### config.mk
export PLATFORM = sky130hd
export DESIGN_NAME = sfh_core
export DESIGN_NICKNAME = d
export VERILOG_FILES = /design/src/core/sfh_pkg.sv /design/src/core/sfh_core.sv /design/src/core/sfh_sync.sv
export SDC_FILE = /design/constraint.sdc
export NUM_CORES = 1
export LEC_CHECK = 0
export BUFFER_PORTS_ARGS = -buffer_cell sky130_fd_sc_hd__buf_2
export CORE_ASPECT_RATIO = 0.75
export CORE_UTILIZATION = 50
export DETAILED_ROUTE_END_ITERATION = 16
export PLACE_DENSITY = 0.73
export SLEW_MARGIN = 40
export SYNTH_ARGS = -nofsm -noshare
export SYNTH_HDL_FRONTEND = slang
export SYNTH_SLANG_ARGS = --single-unit
### constraint.sdc
create_clock -name i_clk -period 4.54 [get_ports i_clk]
set_input_delay 0.227 -clock i_clk [delete_from_list [all_inputs] [get_ports i_clk]]
set_output_delay 0.227 -clock i_clk [all_outputs]
set_load 0.01 [all_outputs]
### src/core/sfh_pkg.sv
/*
 * constants, state codes and reset values shared by the flash pause and
 * write-protection logic; assumes one 10 MHz system clock.
 */
package sfh_pkg;
    // opcodes
    localparam logic [7:0] OPC_WRITE_STATUS = 8'h01;
    localparam logic [7:0] OPC_WRITE_DISABLE = 8'h04;
    localparam logic [7:0] OPC_READ_STATUS = 8'h05;
    localparam logic [7:0] OPC_WRITE_ENABLE = 8'h06;
    // status bit positions
    localparam int BIT_BUSY = 0;
    localparam int BIT_WEL = 1;
    localparam int BIT_BP_LO = 2;
    localparam int BIT_BP_HI = 3;
    localparam int BIT_SEQ = 6;
    localparam int BIT_LOCK = 7;
    // power-up values
    localparam logic [1:0] RST_PROTECT_LEVEL = 2'h3;
    localparam logic RST_LOCKDOWN = 1'b0;
    localparam logic RST_WEL = 1'b0;
    // protected area lower bounds per level
    localparam logic [15:0] PROT_BASE_L1 = 16'hC000;
    localparam logic [15:0] PROT_BASE_L2 = 16'h8000;
    localparam logic [15:0] PROT_BASE_L3 = 16'h0000;
    localparam logic [2:0] LAST_BIT = 3'h7;
    localparam int SYNC_W = 5;

    typedef enum logic [3:0] {
        SFH_ST_OPCODE = 4'h1,
        SFH_ST_WRDATA = 4'h2,
        SFH_ST_RDOUT = 4'h4,
        SFH_ST_IGNORE = 4'h8
    } sfh_state_t;
endpackage : sfh_pkg

### src/core/sfh_core.sv
/*
 * pause handling, status word, status-write permission and protection map
 * of a serial flash slave; assumes serial pins are asynchronous to i_clk,
 * engine inputs come from same-clock logic.
 */
`timescale 1ns/1ps
module sfh_core (
    input wire logic i_clk,
    input wire logic i_rst_b,
    input wire logic i_cs_b,
    input wire logic i_sck,
    input wire logic i_si,
    input wire logic i_pause_b,
    input wire logic i_wp_b,
    input wire logic i_engine_busy,
    input wire logic i_engine_done,
    input wire logic i_seq_active,
    input wire logic i_seq_top,
    input wire logic [15:0] i_chk_addr,
    input wire logic i_chk_chip,
    output logic o_so,
    output logic o_so_oe_b,
    output logic o_paused,
    output logic [7:0] o_status,
    output logic o_chk_ok
);
    logic [4:0] sync_q;
    logic cs_s, sck_s, si_s, pause_s, wp_s;
    logic sck_prev;
    logic paused;
    logic sck_rise, sck_fall, byte_done;
    logic [2:0] bit_cnt;
    logic [7:0] rx_sh;
    logic [7:0] rx_byte;
    logic [2:0] out_cnt;
    logic [7:0] tx_sh;
    sfh_pkg::sfh_state_t state;
    logic write_enable_latch, busy, seq_flag, lockdown;
    logic [1:0] level;
    logic write_status_cmd_commit, write_status_cmd_ok;
    logic [7:0] status_now;

    function automatic logic in_protected(input logic [15:0] addr, input logic [1:0] lvl);
        case (lvl)
            2'h1: in_protected = addr >= sfh_pkg::PROT_BASE_L1;
            2'h2: in_protected = addr >= sfh_pkg::PROT_BASE_L2;
            2'h3: in_protected = addr >= sfh_pkg::PROT_BASE_L3;
            default: in_protected = 1'b0;
        endcase
    endfunction : in_protected

    sfh_sync #(
        .W(sfh_pkg::SYNC_W),
        .INIT(5'h19)
    ) u_sync (
        .i_clk(i_clk),
        .i_rst_b(i_rst_b),
        .i_async({i_cs_b, i_pause_b, i_wp_b, i_sck, i_si}),
        .o_sync(sync_q)
    );
    assign {cs_s, pause_s, wp_s, sck_s, si_s} = sync_q;

    // pause tracking
    always_ff @(posedge i_clk or negedge i_rst_b) begin
        if (!i_rst_b) begin
            paused <= 1'b0;
        end else if (cs_s) begin
            paused <= 1'b0;
        end else if (!sck_s) begin
            paused <= !pause_s;
        end
    end

    always_ff @(posedge i_clk or negedge i_rst_b) begin
        if (!i_rst_b) begin
            sck_prev <= 1'b0;
        end else begin
            sck_prev <= sck_s;
        end
    end

    assign sck_rise = sck_s && !sck_prev && !cs_s && !paused;
    assign sck_fall = !sck_s && sck_prev && !cs_s && !paused;
    assign byte_done = sck_rise && (bit_cnt == sfh_pkg::LAST_BIT);
    assign rx_byte = {rx_sh[6:0], si_s};

    // input shifter
    always_ff @(posedge i_clk or negedge i_rst_b) begin
        if (!i_rst_b) begin
            bit_cnt <= 3'h0;
            rx_sh <= 8'h00;
        end else if (cs_s) begin
            bit_cnt <= 3'h0;
        end else if (sck_rise) begin
            bit_cnt <= bit_cnt + 3'h1;
            rx_sh <= rx_byte;
        end
    end

    // transfer phase
    always_ff @(posedge i_clk or negedge i_rst_b) begin
        if (!i_rst_b) begin
            state <= sfh_pkg::SFH_ST_OPCODE;
        end else if (cs_s) begin
            state <= sfh_pkg::SFH_ST_OPCODE;
        end else if (byte_done) begin
            case (state)
                sfh_pkg::SFH_ST_OPCODE: begin
                    case (rx_byte)
                        sfh_pkg::OPC_WRITE_STATUS: state <= sfh_pkg::SFH_ST_WRDATA;
                        sfh_pkg::OPC_READ_STATUS: state <= sfh_pkg::SFH_ST_RDOUT;
                        default: state <= sfh_pkg::SFH_ST_IGNORE;
                    endcase
                end
                sfh_pkg::SFH_ST_WRDATA: state <= sfh_pkg::SFH_ST_IGNORE;
                sfh_pkg::SFH_ST_RDOUT: state <= sfh_pkg::SFH_ST_RDOUT;
                sfh_pkg::SFH_ST_IGNORE: state <= sfh_pkg::SFH_ST_IGNORE;
                default: state <= sfh_pkg::SFH_ST_IGNORE;
            endcase
        end
    end

    // status write permission
    assign write_status_cmd_ok = wp_s || !lockdown;
    assign write_status_cmd_commit = byte_done && (state == sfh_pkg::SFH_ST_WRDATA);

    always_ff @(posedge i_clk or negedge i_rst_b) begin
        if (!i_rst_b) begin
            level <= sfh_pkg::RST_PROTECT_LEVEL;
            lockdown <= sfh_pkg::RST_LOCKDOWN;
        end else if (write_status_cmd_commit && write_status_cmd_ok) begin
            level <= {rx_byte[sfh_pkg::BIT_BP_HI], rx_byte[sfh_pkg::BIT_BP_LO]};
            lockdown <= rx_byte[sfh_pkg::BIT_LOCK];
        end
    end

    // write-enable latch
    always_ff @(posedge i_clk or negedge i_rst_b) begin
        if (!i_rst_b) begin
            write_enable_latch <= sfh_pkg::RST_WEL;
        end else if (i_engine_done || i_seq_top) begin
            write_enable_latch <= 1'b0;
        end else if (byte_done && state == sfh_pkg::SFH_ST_OPCODE) begin
            if (rx_byte == sfh_pkg::OPC_WRITE_DISABLE) begin
                write_enable_latch <= 1'b0;
            end else if (rx_byte == sfh_pkg::OPC_WRITE_ENABLE) begin
                write_enable_latch <= 1'b1;
            end
        end
    end

    // engine state mirrors
    always_ff @(posedge i_clk or negedge i_rst_b) begin
        if (!i_rst_b) begin
            busy <= 1'b0;
            seq_flag <= 1'b0;
        end else begin
            busy <= i_engine_busy;
            seq_flag <= i_seq_active;
        end
    end

    assign status_now = {lockdown, seq_flag, 2'b00, level, write_enable_latch, busy};

    always_ff @(posedge i_clk or negedge i_rst_b) begin
        if (!i_rst_b) begin
            o_status <= {sfh_pkg::RST_LOCKDOWN, 3'h0, sfh_pkg::RST_PROTECT_LEVEL, 2'h0};
        end else begin
            o_status <= status_now;
        end
    end

    // status readout
    always_ff @(posedge i_clk or negedge i_rst_b) begin
        if (!i_rst_b) begin
            out_cnt <= 3'h0;
            tx_sh <= 8'h00;
            o_so <= 1'b0;
        end else if (cs_s) begin
            out_cnt <= 3'h0;
        end else if (sck_fall && state == sfh_pkg::SFH_ST_RDOUT) begin
            out_cnt <= out_cnt + 3'h1;
            if (out_cnt == 3'h0) begin
                o_so <= status_now[7];
                tx_sh <= {status_now[6:0], 1'b0};
            end else begin
                o_so <= tx_sh[7];
                tx_sh <= {tx_sh[6:0], 1'b0};
            end
        end
    end

    always_ff @(posedge i_clk or negedge i_rst_b) begin
        if (!i_rst_b) begin
            o_so_oe_b <= 1'b1;
            o_paused <= 1'b0;
        end else begin
            o_so_oe_b <= !(state == sfh_pkg::SFH_ST_RDOUT && !paused && !cs_s);
            o_paused <= paused;
        end
    end

    // program/erase admission
    always_ff @(posedge i_clk or negedge i_rst_b) begin
        if (!i_rst_b) begin
            o_chk_ok <= 1'b0;
        end else if (i_chk_chip) begin
            o_chk_ok <= write_enable_latch && !busy && (level == 2'h0);
        end else begin
            o_chk_ok <= write_enable_latch && !busy && !in_protected(i_chk_addr, level);
        end
    end
endmodule : sfh_core

### src/core/sfh_sync.sv
/*
 * two-flop synchroniser for pins from outside the clock domain;
 * assumes inputs are quasi-static relative to i_clk.
 */
`timescale 1ns/1ps
module sfh_sync #(
    parameter int W = 1,
    parameter logic [W-1:0] INIT = '0
) (
    input wire logic i_clk,
    input wire logic i_rst_b,
    input wire logic [W-1:0] i_async,
    output logic [W-1:0] o_sync
);
    logic [W-1:0] meta;

    always_ff @(posedge i_clk or negedge i_rst_b) begin
        if (!i_rst_b) begin
            meta <= INIT;
            o_sync <= INIT;
        end else begin
            meta <= i_async;
            o_sync <= meta;
        end
    end
endmodule : sfh_sync

== After elaboration in Yosys (flattened, before gate mapping) ==
Cells that the tools add are included.

* Input port bits: 28
* Logic and storage cells: 93
* Bits in registers: 53
* Output and inout bits: 12

* Bitwise gates (word level): 1
* Equality and inequality tests: 12
* Reductions and logical operators: 37
* Add/sub/neg operators: 2
* $lt $le $gt $ge: 3
* Muxes and demuxes: 19

{| class="wikitable"
|+ Operator list
! kind !! number
|-
| 16-bit greater-or-equal comparator (second input constant) || 2
|-
| 8-bit by 3-bit equality test with 1-bit output (second input constant) || 3
|-
| 16-bit by 1-bit greater-or-equal comparator with 1-bit output (second input constant) || 1
|-
| 1-bit logical AND || 16
|-
| 4-bit one-hot mux with 2 select lines || 2
|-
| 3-bit two-way mux || 4
|-
| 1-bit logical NOT || 9
|-
| 1-bit two-way mux || 9
|-
| 8-bit by 1-bit equality test with 1-bit output (second input constant) || 1
|-
| 4-bit two-way mux || 2
|-
| 8-bit two-way mux || 1
|-
| 2-bit nonzero test || 4
|-
| 3-bit by 1-bit adder with 3-bit output (second input constant) || 2
|-
| 2-bit AND reduction || 3
|-
| 2-bit equality test (second input constant) || 2
|-
| 4-bit by 1-bit equality test with 1-bit output (second input constant) || 1
|-
| 4-bit by 2-bit equality test with 1-bit output (second input constant) || 1
|-
| 4-bit by 3-bit equality test with 1-bit output (second input constant) || 1
|-
| 3-bit equality test (second input constant) || 1
|-
| 3-bit logical NOT || 1
|-
| 1-bit one-hot mux with 3 select lines || 1
|-
| 3-bit nonzero test || 1
|-
| 2-bit by 1-bit equality test with 1-bit output (second input constant) || 1
|-
| 2-bit logical NOT || 1
|-
| other kinds (3) || 4
|}

== Depth between registers and ports, before layout ==
* Depth in word-level cells: 8
* Mapped depth: 6
* Gate-level depth less buffers: 5

== Modules after synthesis ==
A second synthesis with hierarchy kept.

* Cell total of the unflattened synthesis: 163
* Area total of the unflattened synthesis: 2,052.0 sq um

{| class="wikitable"
|+ Modules (own cells, without submodules)
! module !! seq. area each (sq um) !! cells an instance !! area each (sq um) !! instances
|-
| sfh_core || 1,058.5 || 153 || 1,794.2 || 1
|-
| sfh_sync || 257.7 || 10 || 257.7 || 1
|}

== Least setup slack after synthesis ==
No wires, ideal clock.

* Path type: register -> register
* From: register sck_prev
* To: register lockdown
* Period minus slack after synthesis: 1,871 ps
* Stages on the path, launching flop included: 5
* Data required time: 4,415 ps
* Arrival time: 1,746 ps
* Slack: 2,669 ps
* Path buffers: 0
* Setup time: 125 ps
* Cell sequence: dfrtp_1 -> nor4b_4 -> nand3_1 -> or4b_4 -> mux2_4

* Longest elaborated chain between the ends: 7

{| class="wikitable"
|+ RTL lines
! item !! line !! source
|-
| from (decl) || sfh_core.sv:29 || <nowiki>logic sck_prev;</nowiki>
|-
| from (signal assigned) || sfh_core.sv:78 || <nowiki>sck_prev <= sck_s;</nowiki>
|-
| 1-bit logical NOT || sfh_core.sv:82 || <nowiki>assign sck_rise = sck_s && !sck_prev && !cs_s && !paused;</nowiki>
|-
| 1-bit logical AND (3 in series) || sfh_core.sv:82 ||
|-
| 1-bit logical AND || sfh_core.sv:84 || <nowiki>assign byte_done = sck_rise && (bit_cnt == sfh_pkg::LAST_BIT);</nowiki>
|-
| 1-bit logical AND || sfh_core.sv:125 || <nowiki>assign write_status_cmd_commit = byte_done && (state == sfh_pkg::SFH_ST_WRDATA);</nowiki>
|-
| 1-bit logical AND || sfh_core.sv:131 || <nowiki>end else if (write_status_cmd_commit && write_status_cmd_ok) begin</nowiki>
|-
| to (signal assigned) || sfh_core.sv:130 || <nowiki>lockdown <= sfh_pkg::RST_LOCKDOWN;</nowiki>
|-
| to (signal assigned) || sfh_core.sv:133 || <nowiki>lockdown <= rx_byte[sfh_pkg::BIT_LOCK];</nowiki>
|-
| to (decl) || sfh_core.sv:38 || <nowiki>logic write_enable_latch, busy, seq_flag, lockdown;</nowiki>
|}

No other way between the ends.
A chain may end at the register's enable or synchronous reset.

== Worst setup path after layout ==
* From: register u_sync.o_sync[4]
* To: register lockdown

* Longest elaborated chain between the ends: 6

{| class="wikitable"
|+ RTL lines
! item !! line !! source
|-
| from (decl) || sfh_sync.sv:13 || <nowiki>output logic [W-1:0] o_sync</nowiki>
|-
| from (signal assigned) || sfh_sync.sv:23 || <nowiki>o_sync <= meta;</nowiki>
|-
| 1-bit logical NOT || sfh_core.sv:82 ||
|-
| 1-bit logical AND (2 in series) || sfh_core.sv:82 ||
|-
| 1-bit logical AND || sfh_core.sv:84 ||
|-
| 1-bit logical AND || sfh_core.sv:125 ||
|-
| 1-bit logical AND || sfh_core.sv:131 ||
|}

No other way between the ends.

==> qor.csv <==
metric;value;unit
area_growth_syn_to_layout;14.0;%
status;finished clean;
hold_violations;0;
crit_chain;nor4b_4 > nand3_1 > or4b_4 > mux2_4;
pin_count;40;
dp_cells;229;
seq_area_frac_synth;64.5;%
setup_ws;2.11;ns
cts-htree-levels;2;
synth_cells;160;
fin_nets;220;
finalSetupTns;0;ns
slew_headroom;50.7;%
ys_ff_latch;52;
first_global_vias;1183;
core;0.00378;mm^2
cts.sinks;52;
rsz0062_at_grt;no;
holdCritPathClass;in2reg;
ant_nets;0;
drive_gt1_share;26.5;%
place_congestion;0.893;
die_w;75.7;um
yosysWarnings;0;
cts_tree;yes;
cts_made_buffers;5;
synth_area;0.00204;mm^2
cpPeakStageDelay;0.71;ns
dpl_cell_area;0.00219;mm^2
worstSkewPairLatency;0.30;ns
path_clk_slew;0.09;ns
mostFrequentLayoutCell;dfrtp_1;
critPathTopFamily;simple AND/OR/NAND/NOR gates;
fmax;412;MHz
powerDensity;367;mW/mm^2
num_antenna_cells;0;
yosysTopAreaCell;dfrtp_1;
die_h;57.3;um
cp_max_fo;14;
drv_slew;0;
design_area;0.00233;mm^2
finalCritPeriodShare;53.5;%
start_util;54.0;%
grt_pass1_wl;5.07;mm
avgSynthCellArea;12.7;um^2
cp.required;4.72;ns
hold_slack;0.0198;ns
track_usage;16.4;%
ys_types;37;
cp_data_arrival_time;2.61;ns
drtIter0Drc;20;
cp-start-kind;register;
post-route-min-period;2.43;ns
viasPerCell;4.98;
dp_slack;2.02;ns
p_leak;1.10;nW
drtPass1Iterations;4;
wl_per_cell;12.9;um
timing.max_cap.violations;0;
cts_resized;0;
clockRootBuffer;clkbuf_8;
dp_hpwl;2.21;mm
synth_area_leaders;dfrtp_1 (49%), dfstp_2 (15%), mux2_1 (3.9%);
tightest_slew;0.737;ns
grt_antenna_before_repair;0;
grt_max_degree;53;
overflow;0;
mostFrequentLayoutCells;dfrtp_1 (40), buf_2 (22), nand2_1 (20), o21ai_1 (13), dfstp_2 (12);
drt_wl_total;3.10;mm
irDropWorstVdd;0.252;mV
layoutNonFillerInstCount;241;
max-clock-path-buffers;2;
clock_skew;0.00759;ns
drc;0;
worst-path-buf-inv;0;
crit_slowest_cell;nor4b_4;
rows;19;
multi_input_area;674;um^2
yosys.area.top_type_share;49.1;%
die_area;0.00434;mm^2
worstSetupPathType;reg2reg;
setup_viol_count_final;0;
num_vias;1200;
layout.area.seq;0.00132;mm^2
fillCellCount;300;
port_buffers;23;
end_kind;register;
-- through the flow --
step	power (W)	utilization, %
2_1_floorplan	0.000568	-
3_3_place_gp	0.000591	57.9
3_5_place_dp	0.000601	58.0
4_1_cts	0.000863	60.7
5_1_grt	0.000893	61.5
6_report	0.000854	61.5
-- flip-flops by register name, indices dropped and copies added, names as in the netlist, 2 cells and up --
register / count
bit_cnt: 3
level: 2
o_status: 6
out_cnt: 3
rx_sh: 7
state: 4
tx_sh: 7
u_sync.meta: 5
u_sync.o_sync: 5
-- logic make-up (layout without fill, tap and decap cells) --
kind of cell	count (synthesis)	after routing	share of synthesized area, %
and+or+nand+nor	52	52	14.6
muxes	17	17	9.51
adders and majority gates	4	4	2.45
DFF	52	52	64.5
buffers and inverters	12	40	2.58
xor gates and xnor gates	1	1	0.430
other	1	2	0.184
AOI/OAI and AO/OA	21	21	5.71
-- report_power, final --
| part | total [W] | internal (W) | switching [W] |
|---|---|---|---|
| clock | 0.000261 | 0.000122 | 0.000140 |
| sequential | 0.000522 | 0.000496 | 0.0000262 |
| combinational | 0.0000706 | 0.0000320 | 0.0000387 |
-- timing repair --
action                    CTS  global route
hold buffers                1             2
hold endpoints to repair   40             2
setup buffers               0             0
-- synth_stat cells, drive strengths merged --
library cell and instances:
conb 1, nand2b 5, o21ai 14, o21bai 1
ha 4, xnor2 1, nor4b 2, nand2 20
or3 1, nor2b 6, nor4 2, nand4b 1
dfrtp 40, nor2 6, nand3 2, inv 5
buf 3, nor3 1, a21o 1, mux2 10
o32ai 1, and3b 1, dfstp 12, nand3b 1
or4b 1, clkbuf 4, a211oi 1, mux2i 7
nor3b 1, nand4bb 1, a21oi 3, or4 1
-- path summary, 6_finish.rpt --
check                                  from          endpoint  slack [ns]  depth (start not counted)
setup / recovery           u_sync.o_sync[4]          lockdown        2.11                          4
hold reg to reg              u_sync.meta[0]  u_sync.o_sync[0]        0.36                          0
setup reg to reg           u_sync.o_sync[4]          lockdown        2.11                          4
min in group asynchronous           i_rst_b       o_status[6]        0.48                          2
hold / removal                         i_si    u_sync.meta[0]        0.02                          1
max in group asynchronous           i_rst_b          rx_sh[2]        3.65                          2
-- layout make-up --
type                    instances  area share, %
clock inverters                 2          0.430
clock buffers                   6           3.55
flip-flops and latches         52           56.6
repair buffers                 27           6.83
multi-input cells              97           29.0
well taps                      52           2.80
inverters                       5          0.807
-- routing by layer --
layer | global-route usage, % | up-vias | wire [um]
li1 | - | 598 | -
met1 | 18.8 | 571 | 1410
met2 | 27.3 | 25 | 1520
met3 | 4.77 | 6 | 109
met4 | 9.26 | 0 | 70
met5 | 0 | - | 0
Note: power is estimated with default switching activity, not from simulation.
